`config.mk`:
```
export PLATFORM = sky130hd
export DESIGN_NAME = irq_request_port
export DESIGN_NICKNAME = d
export VERILOG_FILES = /design/src/hdl/irq_port_pkg.sv /design/src/hdl/irq_request_port.sv
export SDC_FILE = /design/constraint.sdc
export NUM_CORES = 1
export LEC_CHECK = 0
export ABC_CLOCK_PERIOD_IN_PS = 5400
export BUFFER_PORTS_ARGS = -buffer_cell sky130_fd_sc_hd__buf_2
export CORE_ASPECT_RATIO = 0.8
export CORE_UTILIZATION = 56
export CTS_CLUSTER_DIAMETER = 40
export CTS_CLUSTER_SIZE = 28
export DETAILED_ROUTE_END_ITERATION = 8
export GPL_TIMING_DRIVEN = 0
export HOLD_SLACK_MARGIN = 0.08
export PLACE_DENSITY_LB_ADDON = 0.3
export SLEW_MARGIN = 20
export SYNTH_ARGS = -nofsm -noshare
export SYNTH_HDL_FRONTEND = slang
export SYNTH_SLANG_ARGS = --single-unit
```
`constraint.sdc`:
```
create_clock -name CORE_CLK -period 5.4 [get_ports CORE_CLK]
set_clock_uncertainty 0.2 [all_clocks]
set_input_delay 0.27 -clock CORE_CLK [delete_from_list [all_inputs] [get_ports CORE_CLK]]
set_output_delay 0.27 -clock CORE_CLK [all_outputs]
set_load 0.005 [all_outputs]
```
`src/hdl/irq_port_pkg.sv`:
```
package irq_port_pkg;

	// ---------------------------------------------------------------
	// register map (byte addresses)
	// ---------------------------------------------------------------
	localparam logic [7:0] REG_MSI_CTRL   = 8'h00;
	localparam logic [7:0] REG_MSI_DATA   = 8'h04;
	localparam logic [7:0] REG_MSIX_CTRL  = 8'h08;
	localparam logic [7:0] REG_CFG        = 8'h0c;
	localparam logic [7:0] REG_STATE      = 8'h10;
	localparam logic [7:0] REG_IRQ_STATUS = 8'h14;
	localparam logic [7:0] REG_IRQ_MASK   = 8'h18;
	localparam logic [7:0] REG_MSG_LOG    = 8'h1c;

	// ---------------------------------------------------------------
	// field positions
	// ---------------------------------------------------------------
	localparam int MSI_ON_BIT      = 0;
	localparam int MMEN_LSB        = 4;
	localparam int MSIX_ON_BIT     = 0;
	localparam int MSIX_FMASK_BIT  = 1;
	localparam int STAT_AUTO_BIT   = 0;
	localparam int INT_STATUS_BIT  = 3;
	localparam int EV_MSG_SENT     = 0;
	localparam int EV_LEGACY_CHG   = 1;
	localparam int EV_COUNT        = 2;

	// ---------------------------------------------------------------
	// reset values and encodings
	// ---------------------------------------------------------------
	localparam logic [2:0] MMEN_MAX     = 3'h5;
	localparam logic [2:0] MMEN_RESET   = 3'h0;
	localparam logic [7:0] MSI_DATA_RST = 8'h00;
	localparam logic [7:0] INTX_A       = 8'h00;
	localparam logic [7:0] INTX_C       = 8'h02;
	localparam int         INTX_LINES   = 3;
	localparam logic [1:0] AXI_OKAY     = 2'h0;
	localparam logic [1:0] AXI_SLVERR   = 2'h2;

	// message kinds in the log register
	localparam logic [1:0] MSG_ASSERT   = 2'h0;
	localparam logic [1:0] MSG_DEASSERT = 2'h1;
	localparam logic [1:0] MSG_MSI      = 2'h2;

	// ---------------------------------------------------------------
	// timing: cycles the message takes to leave
	// ---------------------------------------------------------------
	localparam int CLK_PERIOD_NS = 10;
	localparam int SEND_TIME_NS  = 40;
	localparam int SEND_CYCLES   = (SEND_TIME_NS + CLK_PERIOD_NS - 1)
		/ CLK_PERIOD_NS;

endpackage

```
`src/hdl/irq_request_port.sv`:
```
// Notes on behaviour
// - For legacy requests a low select sends Assert, high Deassert; MSI ignores it.
// - With single-vector MSI the vector input plays no part in the message.
// - The MSI data output shows the low eight bits of the Message Data field.
// - The three-bit Multiple Message Enable field is output, from 000b to 101b.
// - The MSI enabled output is low for legacy only and high with MSI enabled.
// - The MSI-X enabled output is high while MSI-X is enabled.
// - A dedicated output mirrors the MSI-X Function Mask bit.
// - An asserted request sends a message of the type chosen by select and the MSI enable; a legacy one with a vector above INTX_C sends none.
// - Grant low together with request low means the message went out.
// - With automatic status off, Status bit 3 follows the status input.
`timescale 1ns/1ps

module irq_request_port
	import irq_port_pkg::*;
#(
	parameter int SEND_CYCLES_P = SEND_CYCLES
)(
	input  wire logic        CORE_CLK,
	input  wire logic        RSTN,
	input  wire logic        IRQ_REQUEST_N,
	input  wire logic        LEGACY_ASSERT_SELECT,
	input  wire logic [7:0]  IRQ_VECTOR_IN,
	input  wire logic        IRQ_STATUS_IN_N,
	output logic             IRQ_GRANT_N,
	output logic [7:0]       MSI_DATA_LOW_OUT,
	output logic [2:0]       MSI_MULTI_MSG_ENABLE,
	output logic             MSI_ON,
	output logic             MSIX_ON,
	output logic             MSIX_FUNCTION_MASK,
	output logic             INT_STATUS_BIT_OUT,
	output logic             IRQ,
	input  wire logic [7:0]  S_AXI_AWADDR,
	input  wire logic        S_AXI_AWVALID,
	output logic             S_AXI_AWREADY,
	input  wire logic [31:0] S_AXI_WDATA,
	input  wire logic [3:0]  S_AXI_WSTRB,
	input  wire logic        S_AXI_WVALID,
	output logic             S_AXI_WREADY,
	output logic [1:0]       S_AXI_BRESP,
	output logic             S_AXI_BVALID,
	input  wire logic        S_AXI_BREADY,
	input  wire logic [7:0]  S_AXI_ARADDR,
	input  wire logic        S_AXI_ARVALID,
	output logic             S_AXI_ARREADY,
	output logic [31:0]      S_AXI_RDATA,
	output logic [1:0]       S_AXI_RRESP,
	output logic             S_AXI_RVALID,
	input  wire logic        S_AXI_RREADY
);

	// counter is eight bits wide
	if (SEND_CYCLES_P < 1 || SEND_CYCLES_P > 255)
	begin : g_bad_send_cycles
		$error("SEND_CYCLES_P out of range");
	end

	typedef enum logic [1:0] {
		ST_IDLE  = 2'b00,
		ST_SEND  = 2'b01,
		ST_GRANT = 2'b10,
		ST_DROP  = 2'b11
	} send_e;

	// ---------------------------------------------------------------
	// input synchronisers for the status pin
	// ---------------------------------------------------------------
	logic stat_meta_q;
	logic stat_sync_q;

	always_ff @(posedge CORE_CLK or negedge RSTN)
	begin
		if (!RSTN)
		begin
			stat_meta_q <= 1'b1;
			stat_sync_q <= 1'b1;
		end
		else
		begin
			stat_meta_q <= IRQ_STATUS_IN_N;
			stat_sync_q <= stat_meta_q;
		end
	end

	// ---------------------------------------------------------------
	// configuration state
	// ---------------------------------------------------------------
	logic       msi_on_q;
	logic [2:0] mmen_q;
	logic [7:0] msi_data_q;
	logic       msix_on_q;
	logic       msix_fmask_q;
	logic       stat_auto_q;
	logic [EV_COUNT-1:0] irq_status_q;
	logic [EV_COUNT-1:0] irq_mask_q;
	logic [INTX_LINES-1:0] intx_pending_q;
	logic [9:0] msg_log_q;

	// ---------------------------------------------------------------
	// request sampling and message formation
	// ---------------------------------------------------------------
	send_e      state_q;
	logic [7:0] cnt_q;
	logic       sel_q;
	logic [7:0] vec_q;

	// vector mask of 2^mmen values; single vector gives zero
	wire [7:0] vec_mask = 8'((9'h001 << mmen_q) - 9'h001);
	wire [7:0] msi_vec  = (msi_data_q & ~vec_mask)
		| (IRQ_VECTOR_IN & vec_mask);
	wire legacy_ok = (IRQ_VECTOR_IN <= INTX_C);
	wire req_take  = (state_q == ST_IDLE) && !IRQ_REQUEST_N
		&& (msi_on_q || legacy_ok);
	wire send_done = (state_q == ST_SEND)
		&& (cnt_q == 8'(SEND_CYCLES_P - 1));
	wire [1:0] msg_kind = msi_on_q ? MSG_MSI
		: (LEGACY_ASSERT_SELECT ? MSG_DEASSERT : MSG_ASSERT);
	wire [7:0] msg_vec = msi_on_q ? msi_vec : IRQ_VECTOR_IN;
	wire [1:0] intx_idx = vec_q[1:0];

	always_ff @(posedge CORE_CLK or negedge RSTN)
	begin
		if (!RSTN)
		begin
			state_q <= ST_IDLE;
			cnt_q   <= 8'h00;
			sel_q   <= 1'b0;
			vec_q   <= 8'h00;
		end
		else
		begin
			unique case (state_q)
				ST_IDLE:
				begin
					cnt_q <= 8'h00;
					if (req_take)
					begin
						state_q <= ST_SEND;
						sel_q   <= LEGACY_ASSERT_SELECT;
						vec_q   <= msg_vec;
					end
				end
				ST_SEND:
				begin
					cnt_q <= cnt_q + 8'h01;
					if (send_done)
						state_q <= ST_GRANT;
				end
				ST_GRANT:
					state_q <= ST_DROP;
				ST_DROP:
					if (IRQ_REQUEST_N)
						state_q <= ST_IDLE;
			endcase
		end
	end

	// grant is a single cycle low after the last send cycle, whether or not the request is still held
	wire grant_d = !(send_done);
	wire msg_sent = (state_q == ST_GRANT);

	// ---------------------------------------------------------------
	// legacy pending state and interrupt status bit
	// ---------------------------------------------------------------
	logic [INTX_LINES-1:0] intx_pending_d;

	always_comb
	begin
		intx_pending_d = intx_pending_q;
		if (msg_sent && msg_log_q[9:8] != MSG_MSI)
			intx_pending_d[intx_idx] = (msg_log_q[9:8] == MSG_ASSERT);
	end

	wire int_status_d = stat_auto_q ? (|intx_pending_q)
		: !stat_sync_q;

	// ---------------------------------------------------------------
	// AXI4-Lite slave
	// ---------------------------------------------------------------
	logic       aw_held_q;
	logic       w_held_q;
	logic [7:0] awaddr_q;
	logic [31:0] wdata_q;
	logic [3:0] wstrb_q;

	wire aw_now   = S_AXI_AWVALID && S_AXI_AWREADY;
	wire w_now    = S_AXI_WVALID && S_AXI_WREADY;
	wire aw_have  = aw_held_q || aw_now;
	wire w_have   = w_held_q || w_now;
	wire wr_fire  = aw_have && w_have && !S_AXI_BVALID;
	wire [7:0]  wa   = aw_held_q ? awaddr_q : S_AXI_AWADDR;
	wire [31:0] wd   = w_held_q ? wdata_q : S_AXI_WDATA;
	wire [3:0]  ws   = w_held_q ? wstrb_q : S_AXI_WSTRB;
	wire wr_lane0 = wr_fire && ws[0];
	wire wr_ok    = (wa <= REG_MSG_LOG) && (wa[1:0] == 2'b00);
	wire rd_fire  = S_AXI_ARVALID && S_AXI_ARREADY;
	wire rd_ok    = (S_AXI_ARADDR <= REG_MSG_LOG)
		&& (S_AXI_ARADDR[1:0] == 2'b00);
	wire rd_status = rd_fire && (S_AXI_ARADDR == REG_IRQ_STATUS);
	wire [EV_COUNT-1:0] events = {intx_pending_d != intx_pending_q,
		msg_sent};
	wire [2:0] mmen_wr = (wd[MMEN_LSB +: 3] > MMEN_MAX) ? MMEN_MAX
		: wd[MMEN_LSB +: 3];

	logic [31:0] rd_mux;

	always_comb
	begin
		rd_mux = 32'h0000_0000;
		unique case (S_AXI_ARADDR)
			REG_MSI_CTRL:   rd_mux = {25'h0, mmen_q, 3'h0, msi_on_q};
			REG_MSI_DATA:   rd_mux = {24'h0, msi_data_q};
			REG_MSIX_CTRL:  rd_mux = {30'h0, msix_fmask_q, msix_on_q};
			REG_CFG:        rd_mux = {31'h0, stat_auto_q};
			REG_STATE:      rd_mux = {25'h0, intx_pending_q,
				INT_STATUS_BIT_OUT, 1'b0, state_q};
			REG_IRQ_STATUS: rd_mux = {30'h0, irq_status_q};
			REG_IRQ_MASK:   rd_mux = {30'h0, irq_mask_q};
			REG_MSG_LOG:    rd_mux = {22'h0, msg_log_q};
			default:        rd_mux = 32'h0000_0000;
		endcase
	end

	always_ff @(posedge CORE_CLK or negedge RSTN)
	begin
		if (!RSTN)
		begin
			aw_held_q     <= 1'b0;
			w_held_q      <= 1'b0;
			awaddr_q      <= 8'h00;
			wdata_q       <= 32'h0000_0000;
			wstrb_q       <= 4'h0;
			S_AXI_AWREADY <= 1'b0;
			S_AXI_WREADY  <= 1'b0;
			S_AXI_BVALID  <= 1'b0;
			S_AXI_BRESP   <= AXI_OKAY;
			S_AXI_ARREADY <= 1'b0;
			S_AXI_RVALID  <= 1'b0;
			S_AXI_RDATA   <= 32'h0000_0000;
			S_AXI_RRESP   <= AXI_OKAY;
		end
		else
		begin
			S_AXI_AWREADY <= !aw_have && !S_AXI_BVALID;
			S_AXI_WREADY  <= !w_have && !S_AXI_BVALID;
			if (aw_now)
			begin
				aw_held_q <= 1'b1;
				awaddr_q  <= S_AXI_AWADDR;
			end
			if (w_now)
			begin
				w_held_q <= 1'b1;
				wdata_q  <= S_AXI_WDATA;
				wstrb_q  <= S_AXI_WSTRB;
			end
			if (wr_fire)
			begin
				aw_held_q     <= 1'b0;
				w_held_q      <= 1'b0;
				S_AXI_AWREADY <= 1'b0;
				S_AXI_WREADY  <= 1'b0;
				S_AXI_BVALID  <= 1'b1;
				S_AXI_BRESP   <= wr_ok ? AXI_OKAY : AXI_SLVERR;
			end
			else if (S_AXI_BVALID && S_AXI_BREADY)
				S_AXI_BVALID <= 1'b0;
			S_AXI_ARREADY <= !S_AXI_ARVALID || S_AXI_ARREADY ? 1'b0
				: !S_AXI_RVALID;
			if (rd_fire)
			begin
				S_AXI_RVALID <= 1'b1;
				S_AXI_RDATA  <= rd_mux;
				S_AXI_RRESP  <= rd_ok ? AXI_OKAY : AXI_SLVERR;
			end
			else if (S_AXI_RVALID && S_AXI_RREADY)
				S_AXI_RVALID <= 1'b0;
		end
	end

	// ---------------------------------------------------------------
	// configuration registers and outputs
	// ---------------------------------------------------------------
	always_ff @(posedge CORE_CLK or negedge RSTN)
	begin
		if (!RSTN)
		begin
			msi_on_q       <= 1'b0;
			mmen_q         <= MMEN_RESET;
			msi_data_q     <= MSI_DATA_RST;
			msix_on_q      <= 1'b0;
			msix_fmask_q   <= 1'b0;
			stat_auto_q    <= 1'b0;
			irq_mask_q     <= '0;
			irq_status_q   <= '0;
			intx_pending_q <= '0;
			msg_log_q      <= 10'h000;
		end
		else
		begin
			if (wr_lane0 && wa == REG_MSI_CTRL)
			begin
				msi_on_q <= wd[MSI_ON_BIT];
				mmen_q   <= mmen_wr;
			end
			if (wr_lane0 && wa == REG_MSI_DATA)
				msi_data_q <= wd[7:0];
			if (wr_lane0 && wa == REG_MSIX_CTRL)
			begin
				msix_on_q    <= wd[MSIX_ON_BIT];
				msix_fmask_q <= wd[MSIX_FMASK_BIT];
			end
			if (wr_lane0 && wa == REG_CFG)
				stat_auto_q <= wd[STAT_AUTO_BIT];
			if (wr_lane0 && wa == REG_IRQ_MASK)
				irq_mask_q <= wd[EV_COUNT-1:0];
			// set wins over the read clear
			irq_status_q <= (rd_status ? '0 : irq_status_q) | events;
			intx_pending_q <= intx_pending_d;
			if (req_take)
				msg_log_q <= {msg_kind, msg_vec};
		end
	end

	always_ff @(posedge CORE_CLK or negedge RSTN)
	begin
		if (!RSTN)
		begin
			IRQ_GRANT_N          <= 1'b1;
			MSI_DATA_LOW_OUT     <= MSI_DATA_RST;
			MSI_MULTI_MSG_ENABLE <= MMEN_RESET;
			MSI_ON               <= 1'b0;
			MSIX_ON              <= 1'b0;
			MSIX_FUNCTION_MASK   <= 1'b0;
			INT_STATUS_BIT_OUT   <= 1'b0;
			IRQ                  <= 1'b0;
		end
		else
		begin
			IRQ_GRANT_N          <= grant_d;
			MSI_DATA_LOW_OUT     <= msi_data_q;
			MSI_MULTI_MSG_ENABLE <= mmen_q;
			MSI_ON               <= msi_on_q;
			MSIX_ON              <= msix_on_q;
			MSIX_FUNCTION_MASK   <= msix_fmask_q;
			INT_STATUS_BIT_OUT   <= int_status_d;
			IRQ                  <= |(irq_status_q & irq_mask_q);
		end
	end

endmodule // irq_request_port

```
* Word-level counts from Yosys, hierarchy flattened
Index checks and enable logic that the tools add are counted.
Widths: inputs -> output; s select.
** Word-level totals
- Bits in registers :: 123
- Input port bits :: 70
- Output and inout port bits :: 58
- Logic and storage cells :: 153
** Cells by class
- Add/subtract/negate cells :: 2
- Magnitude comparators :: 6
- Equality and inequality tests :: 20
- Shift operators :: 1
- Multiplexer cells :: 32
- Bitwise operators :: 6
- Reduce and logical (&&, ||, !) cells :: 50
** Operators by type and width (count)
- $pmux 10 s8 :: 1
- $eq 8x5->1 const B :: 5
- $eq 8x4->1 const B :: 4
- $mux 8 :: 3
- $logic_and 1x1->1 :: 23
- $and 8x8->8 :: 2
- $eq 8x3->1 const B :: 2
- $le 8x5->1 const B :: 2
- $logic_not 8->1 :: 2
- $pmux 8 s2 :: 1
- $mux 1 :: 15
- $mux 2 :: 7
- $reduce_bool 2->1 :: 5
- $add 8x1->8 const B :: 1
- $eq 8x2->1 const B :: 1
- $le 8x2->1 const B :: 1
- $logic_not 1->1 :: 8
- $logic_not 2->1 :: 4
- $ne 2x2->1 const B :: 4
- $not 8->8 :: 1
- $or 8x8->8 :: 1
- $pmux 2 s4 :: 1
- $shl 1x3->8 const A :: 1
- $sub 8x1->8 const B :: 1
- 16 further kinds :: 21

* Longest topological paths before layout
- Depth after elaboration :: 8
- Mapped depth :: 7
- Gate-level depth less buffers :: 6

* Worst setup path before layout
No wires, ideal clock.
- Kind :: register to register
- Start point :: reg state_q[0]
- End point :: reg state_q[1]
- Setup time :: 0.125 ns
- Data arrival time :: 2.025 ns
- Required time :: 5.075 ns
- Setup slack :: 3.050 ns
- Stages on the path, launching flop included :: 7
- Path buffers :: 0
- Clock period less this slack :: 2.350 ns
- Cells stage by stage :: dfrtp_1 > inv_1 > ha_1 > nor4b_1 > a31oi_1 > a221oi_1 > mux2_2
** Between the ends
- Word-level cells in the longest chain between the ends :: 5
- Elaborated cells between the ends (all ways) :: 12
- Classes of those cells :: eq/ne: 6; mux: 1; reduce/logical: 5
** Ends and longest elaborated chain
- from (decl) :: RTL line irq_request_port.sv:102 : send_e state_q;
- from (signal assigned) :: RTL line irq_request_port.sv:125 : state_q <= ST_IDLE;
- from (signal assigned) :: RTL line irq_request_port.sv:138 : state_q <= ST_SEND;
- from (signal assigned) :: RTL line irq_request_port.sv:147 : state_q <= ST_GRANT;
- $logic_not 2->1 :: RTL line irq_request_port.sv:112, irq_request_port.sv:132
- $logic_and 1x1->1 :: RTL line irq_request_port.sv:112 : wire req_take = (state_q == ST_IDLE) && !IRQ_REQUEST_N
- $logic_and 1x1->1 :: RTL line irq_request_port.sv:113 : && (msi_on_q || legacy_ok);
- $ne 2x2->1 (no line)
- $reduce_and 3->1 (no line)
Several ways; a longest one is shown, not always the timed one.
A chain may end at the register's enable or synchronous reset.

* Final worst setup path
- Start point :: reg state_q[1]
- End point :: reg state_q[1]
The elaborated chain is that of the path after synthesis.

==> insert_results.sql <==
INSERT INTO impl_metrics (metric_group, metric, value, unit) VALUES
('status', 'status', 'completed', ''),
('setup_path', 'path_buf_inv', '1', ''),
('global_routing', 'antenna_violations_before_repair', '0', ''),
('die', 'die_width', '104', 'µm'),
('setup_path', 'setup.worst_path.start_class', 'flip-flop', ''),
('synth', 'synthDistinctLibCells', '52', ''),
('route', 'post-route-drc-count', '0', ''),
('route', 'firstDrtPassIters', '5', ''),
('power', 'total_power_consumption_of_the_routed_design', '2.07', 'mW'),
('setup_path', 'critPathMaxFanout', '8', ''),
('power', 'seq_power_share', '48.9', '%'),
('clocking', 'ctsResizeCount', '0', ''),
('route', 'viasPerCell', '5.44', ''),
('die', 'initial_cell_density_of_the_core', '58.1', '%'),
('setup_path', 'worstPathCellList', 'inv_1, ha_1, nor4b_1, a31oi_1, a221oi_1, mux2_2', ''),
('finish', 'area.growth.synth_to_final', '25.8', '%'),
('synth', 'postSynth.topFlopCell', 'sky130_fd_sc_hd__dfrtp_1', ''),
('synth', 'ys_top_cells_by_area', 'sky130_fd_sc_hd__dfrtp_1 (52%), sky130_fd_sc_hd__mux2_2 (12%), sky130_fd_sc_hd__buf_4 (4.0%)', ''),
('setup_path', 'worstSetupPathType', 'reg2reg', ''),
('synth', 'post_synth.cell_area_avg', '11.7', 'µm²'),
('die', 'core', '7980', 'µm²'),
('sta', 'timing.final.hold_violations', '0', ''),
('die', 'rows', '29', ''),
('finish', 'insertedDiodeCount', '0', ''),
('die', 'die-area', '8650', 'µm²'),
('synth', 'synth-async-reset-ratio', '100', '%'),
('global_routing', 'grtUsageTotal', '25.2', '%'),
('sta', 'worst_setup_slack_final', '2.56', 'ns'),
('place', 'placement.io_buffers', '74', ''),
('synth', 'synthTopCellsByCount', 'sky130_fd_sc_hd__dfrtp_1 (96), sky130_fd_sc_hd__mux2_2 (48), sky130_fd_sc_hd__nand2_1 (33)', ''),
('synth', 'synth_area_leader_cell', 'sky130_fd_sc_hd__dfrtp_1', ''),
('route', 'detail_route.wl_per_cell', '15.4', 'µm'),
('clocking', 'cts.clk_slew.worst_paths', '0.09', 'ns'),
('setup_path', 'end_kind', 'flip-flop', ''),
('clocking', 'cts_hold_buf', '38', ''),
('synth', 'synth.most_common_cell', 'sky130_fd_sc_hd__dfrtp_1', ''),
('synth', 'synth_sequential_area_ratio', '53.5', '%'),
('global_routing', 'grt_start_max_net_pins', '76', ''),
('setup_path', 'critical_path.startpoint', 'state_q[1]', ''),
('clocking', 'cts_post_setup_buffers_inserted', '0', ''),
('sta', 'timing.setup.tns', '0', 'ns'),
('setup_path', 'worst_r2r_path_depth', '6', ''),
('die', 'floorplan.io_pins', '128', ''),
('sta', 'worst_slew_margin_rel', '39.7', '%'),
('global_routing', 'globalRoute.totalOverflow', '0', ''),
('finish', 'layout-drive-gt1-share', '31.9', '%'),
('place', 'place.gp.congestion', '0.852', ''),
('setup_path', 'critPathRequiredTime', '5.45', 'ns'),
('setup_path', 'worst_path_max_delay_cell', 'sky130_fd_sc_hd__a221oi_1', ''),
('clocking', 'tritoncts', 'yes', ''),
('min_path', 'worstHoldPathType', 'in2async', ''),
('global_routing', 'grt_pass1_vias', '3572', ''),
('setup_path', 'worst-endpoint-arrival', '2.90', 'ns'),
('sta', 'post-route-period-util', '52.7', '%'),
('finish', 'finalCoreUtilization', '73.1', '%'),
('power', 'p_per_area', '355', 'nW/µm²'),
('sta', 'fmax', '0.352', 'GHz'),
('synth', 'synth_top_area_share', '51.8', '%'),
('setup_path', 'slowest_delay', '0.50', 'ns'),
('synth', 'ys_warn_count', '0', ''),
('setup_path', 'worst-r2r-setup-slack', '2.56', 'ns'),
('synth', 'yosys_register_bits', '99', ''),
('setup_path', 'r2r_end', 'state_q[1]', ''),
('sta', 'final_period_minus_worst_setup_slack', '2.84', 'ns'),
('route', 'postRouteAntennaNets', '0', ''),
('route', 'detail_route.wirelength', '10.1', 'mm'),
('synth', 'postSynthCellCount', '395', ''),
('synth', 'synth_enable_flop_cells', '0', ''),
('setup_path', 'critical_path.top_delay_family', 'compound AO/OA/AOI/OAI gates', ''),
('sta', 'rsz0062_at_grt', 'no', ''),
('sta', 'timing.final.setup_violations', '0', '');
[cell usage in the layout (no fill, tap or decap), drive strengths merged, types with 6 or more instances in the layout]
cell type | synthesis | final
buf | 29 | 104
dfrtp | 96 | 96
mux2 | 48 | 48
dlygate4sd3 | 0 | 38
nand2 | 33 | 33
conb | 1 | 24
o21ai | 21 | 21
mux2i | 18 | 18
clkbuf | 7 | 17
nor2 | 12 | 12
inv | 10 | 12
a21oi | 11 | 11
nand3 | 10 | 10
nor2b | 8 | 8
nor3 | 8 | 8
a31oi | 6 | 6
a22o | 6 | 6
nand4 | 6 | 6
ha | 6 | 6
[kinds of logic after synthesis]
group	Yosys count	synth area share, %
adders and majority gates	6	1.62
muxes	69	17.0
and+or+nand+nor	101	11.6
other	1	0.0809
DFF	99	53.5
AOI/OAI and AO/OA	73	10.4
buffers and inverters	46	5.80
[worst max-delay path by stage]
stage | end | cells past startpoint
2_1_floorplan | state_q[1] | 6
3_3_place_gp | state_q[1] | 6
3_5_place_dp | state_q[1] | 6
4_1_cts | state_q[1] | 6
5_1_grt | state_q[1] | 6
6_report | state_q[1] | 6
[per-stage QoR]
| step | area (µm²) | cells | hold slack, ns |
|---|---|---|---|
| 2_1_floorplan | 4720 | 418 | -0.226 |
| 3_3_place_gp | 5230 | 600 | 0.147 |
| 3_5_place_dp | 5260 | 601 | -0.0555 |
| 4_1_cts | 5830 | 654 | 0.116 |
| 5_1_grt | 5830 | 654 | 0.141 |
| 6_report | 5830 | 654 | 0.127 |
[worst register-to-register path, delay by kind of cell, from the launching register on]
family | cells | cell delay [ns]
adder cells (fa/ha/maj) | 1 | 0.34
AND/OR/NAND/NOR | 1 | 0.39
multiplexers | 1 | 0.39
flip-flops | 1 | 0.45
buffers and inverters | 1 | 0.13
AO/OA/AOI/OAI | 2 | 0.84
[power by group through the flow]
| stage | clock network, mW | registers [mW] | logic (mW) |
|---|---|---|---|
| 5_1_grt | 0.503 | 1.04 | 0.655 |
| 2_1_floorplan | 0 | 0.993 | 0.415 |
| 3_5_place_dp | 0 | 1.03 | 0.564 |
| 3_3_place_gp | 0 | 1.01 | 0.534 |
| 6_report | 0.468 | 1.01 | 0.590 |
| 4_1_cts | 0.476 | 1.01 | 0.588 |
[registers in the layout, summed over array words and instances (netlist names), 2 cells and up]
name	count
S_AXI_RDATA	10
msg_log_q	10
MSI_DATA_LOW_OUT	8
awaddr_q	8
cnt_q	8
msi_data_q	8
wdata_q	8
MSI_MULTI_MSG_ENABLE	3
intx_pending_q	3
mmen_q	3
irq_mask_q	2
irq_status_q	2
state_q	2
vec_q	2
[cell type report]
cell class                 instances  area [µm²]
buffer                            36         231
tap                              108         135
clock buffer                      10         128
inverter                          10        37.5
sequential                        99        2480
fill                             581        2150
multi-input combinational        273        1970
timing repair buffer             113         785
clock inverter                     5        61.3
[routing by layer]
layer	vias up	share of wire (%)	GRT usage (%)
met4	0	1.5	8.18
met1	1726	45	34.6
li1	1685	-	-
met5	-	0	0
met3	19	6.1	5.10
met2	129	47	40.6
No activity file was read; power rests on OpenSTA's default activity.
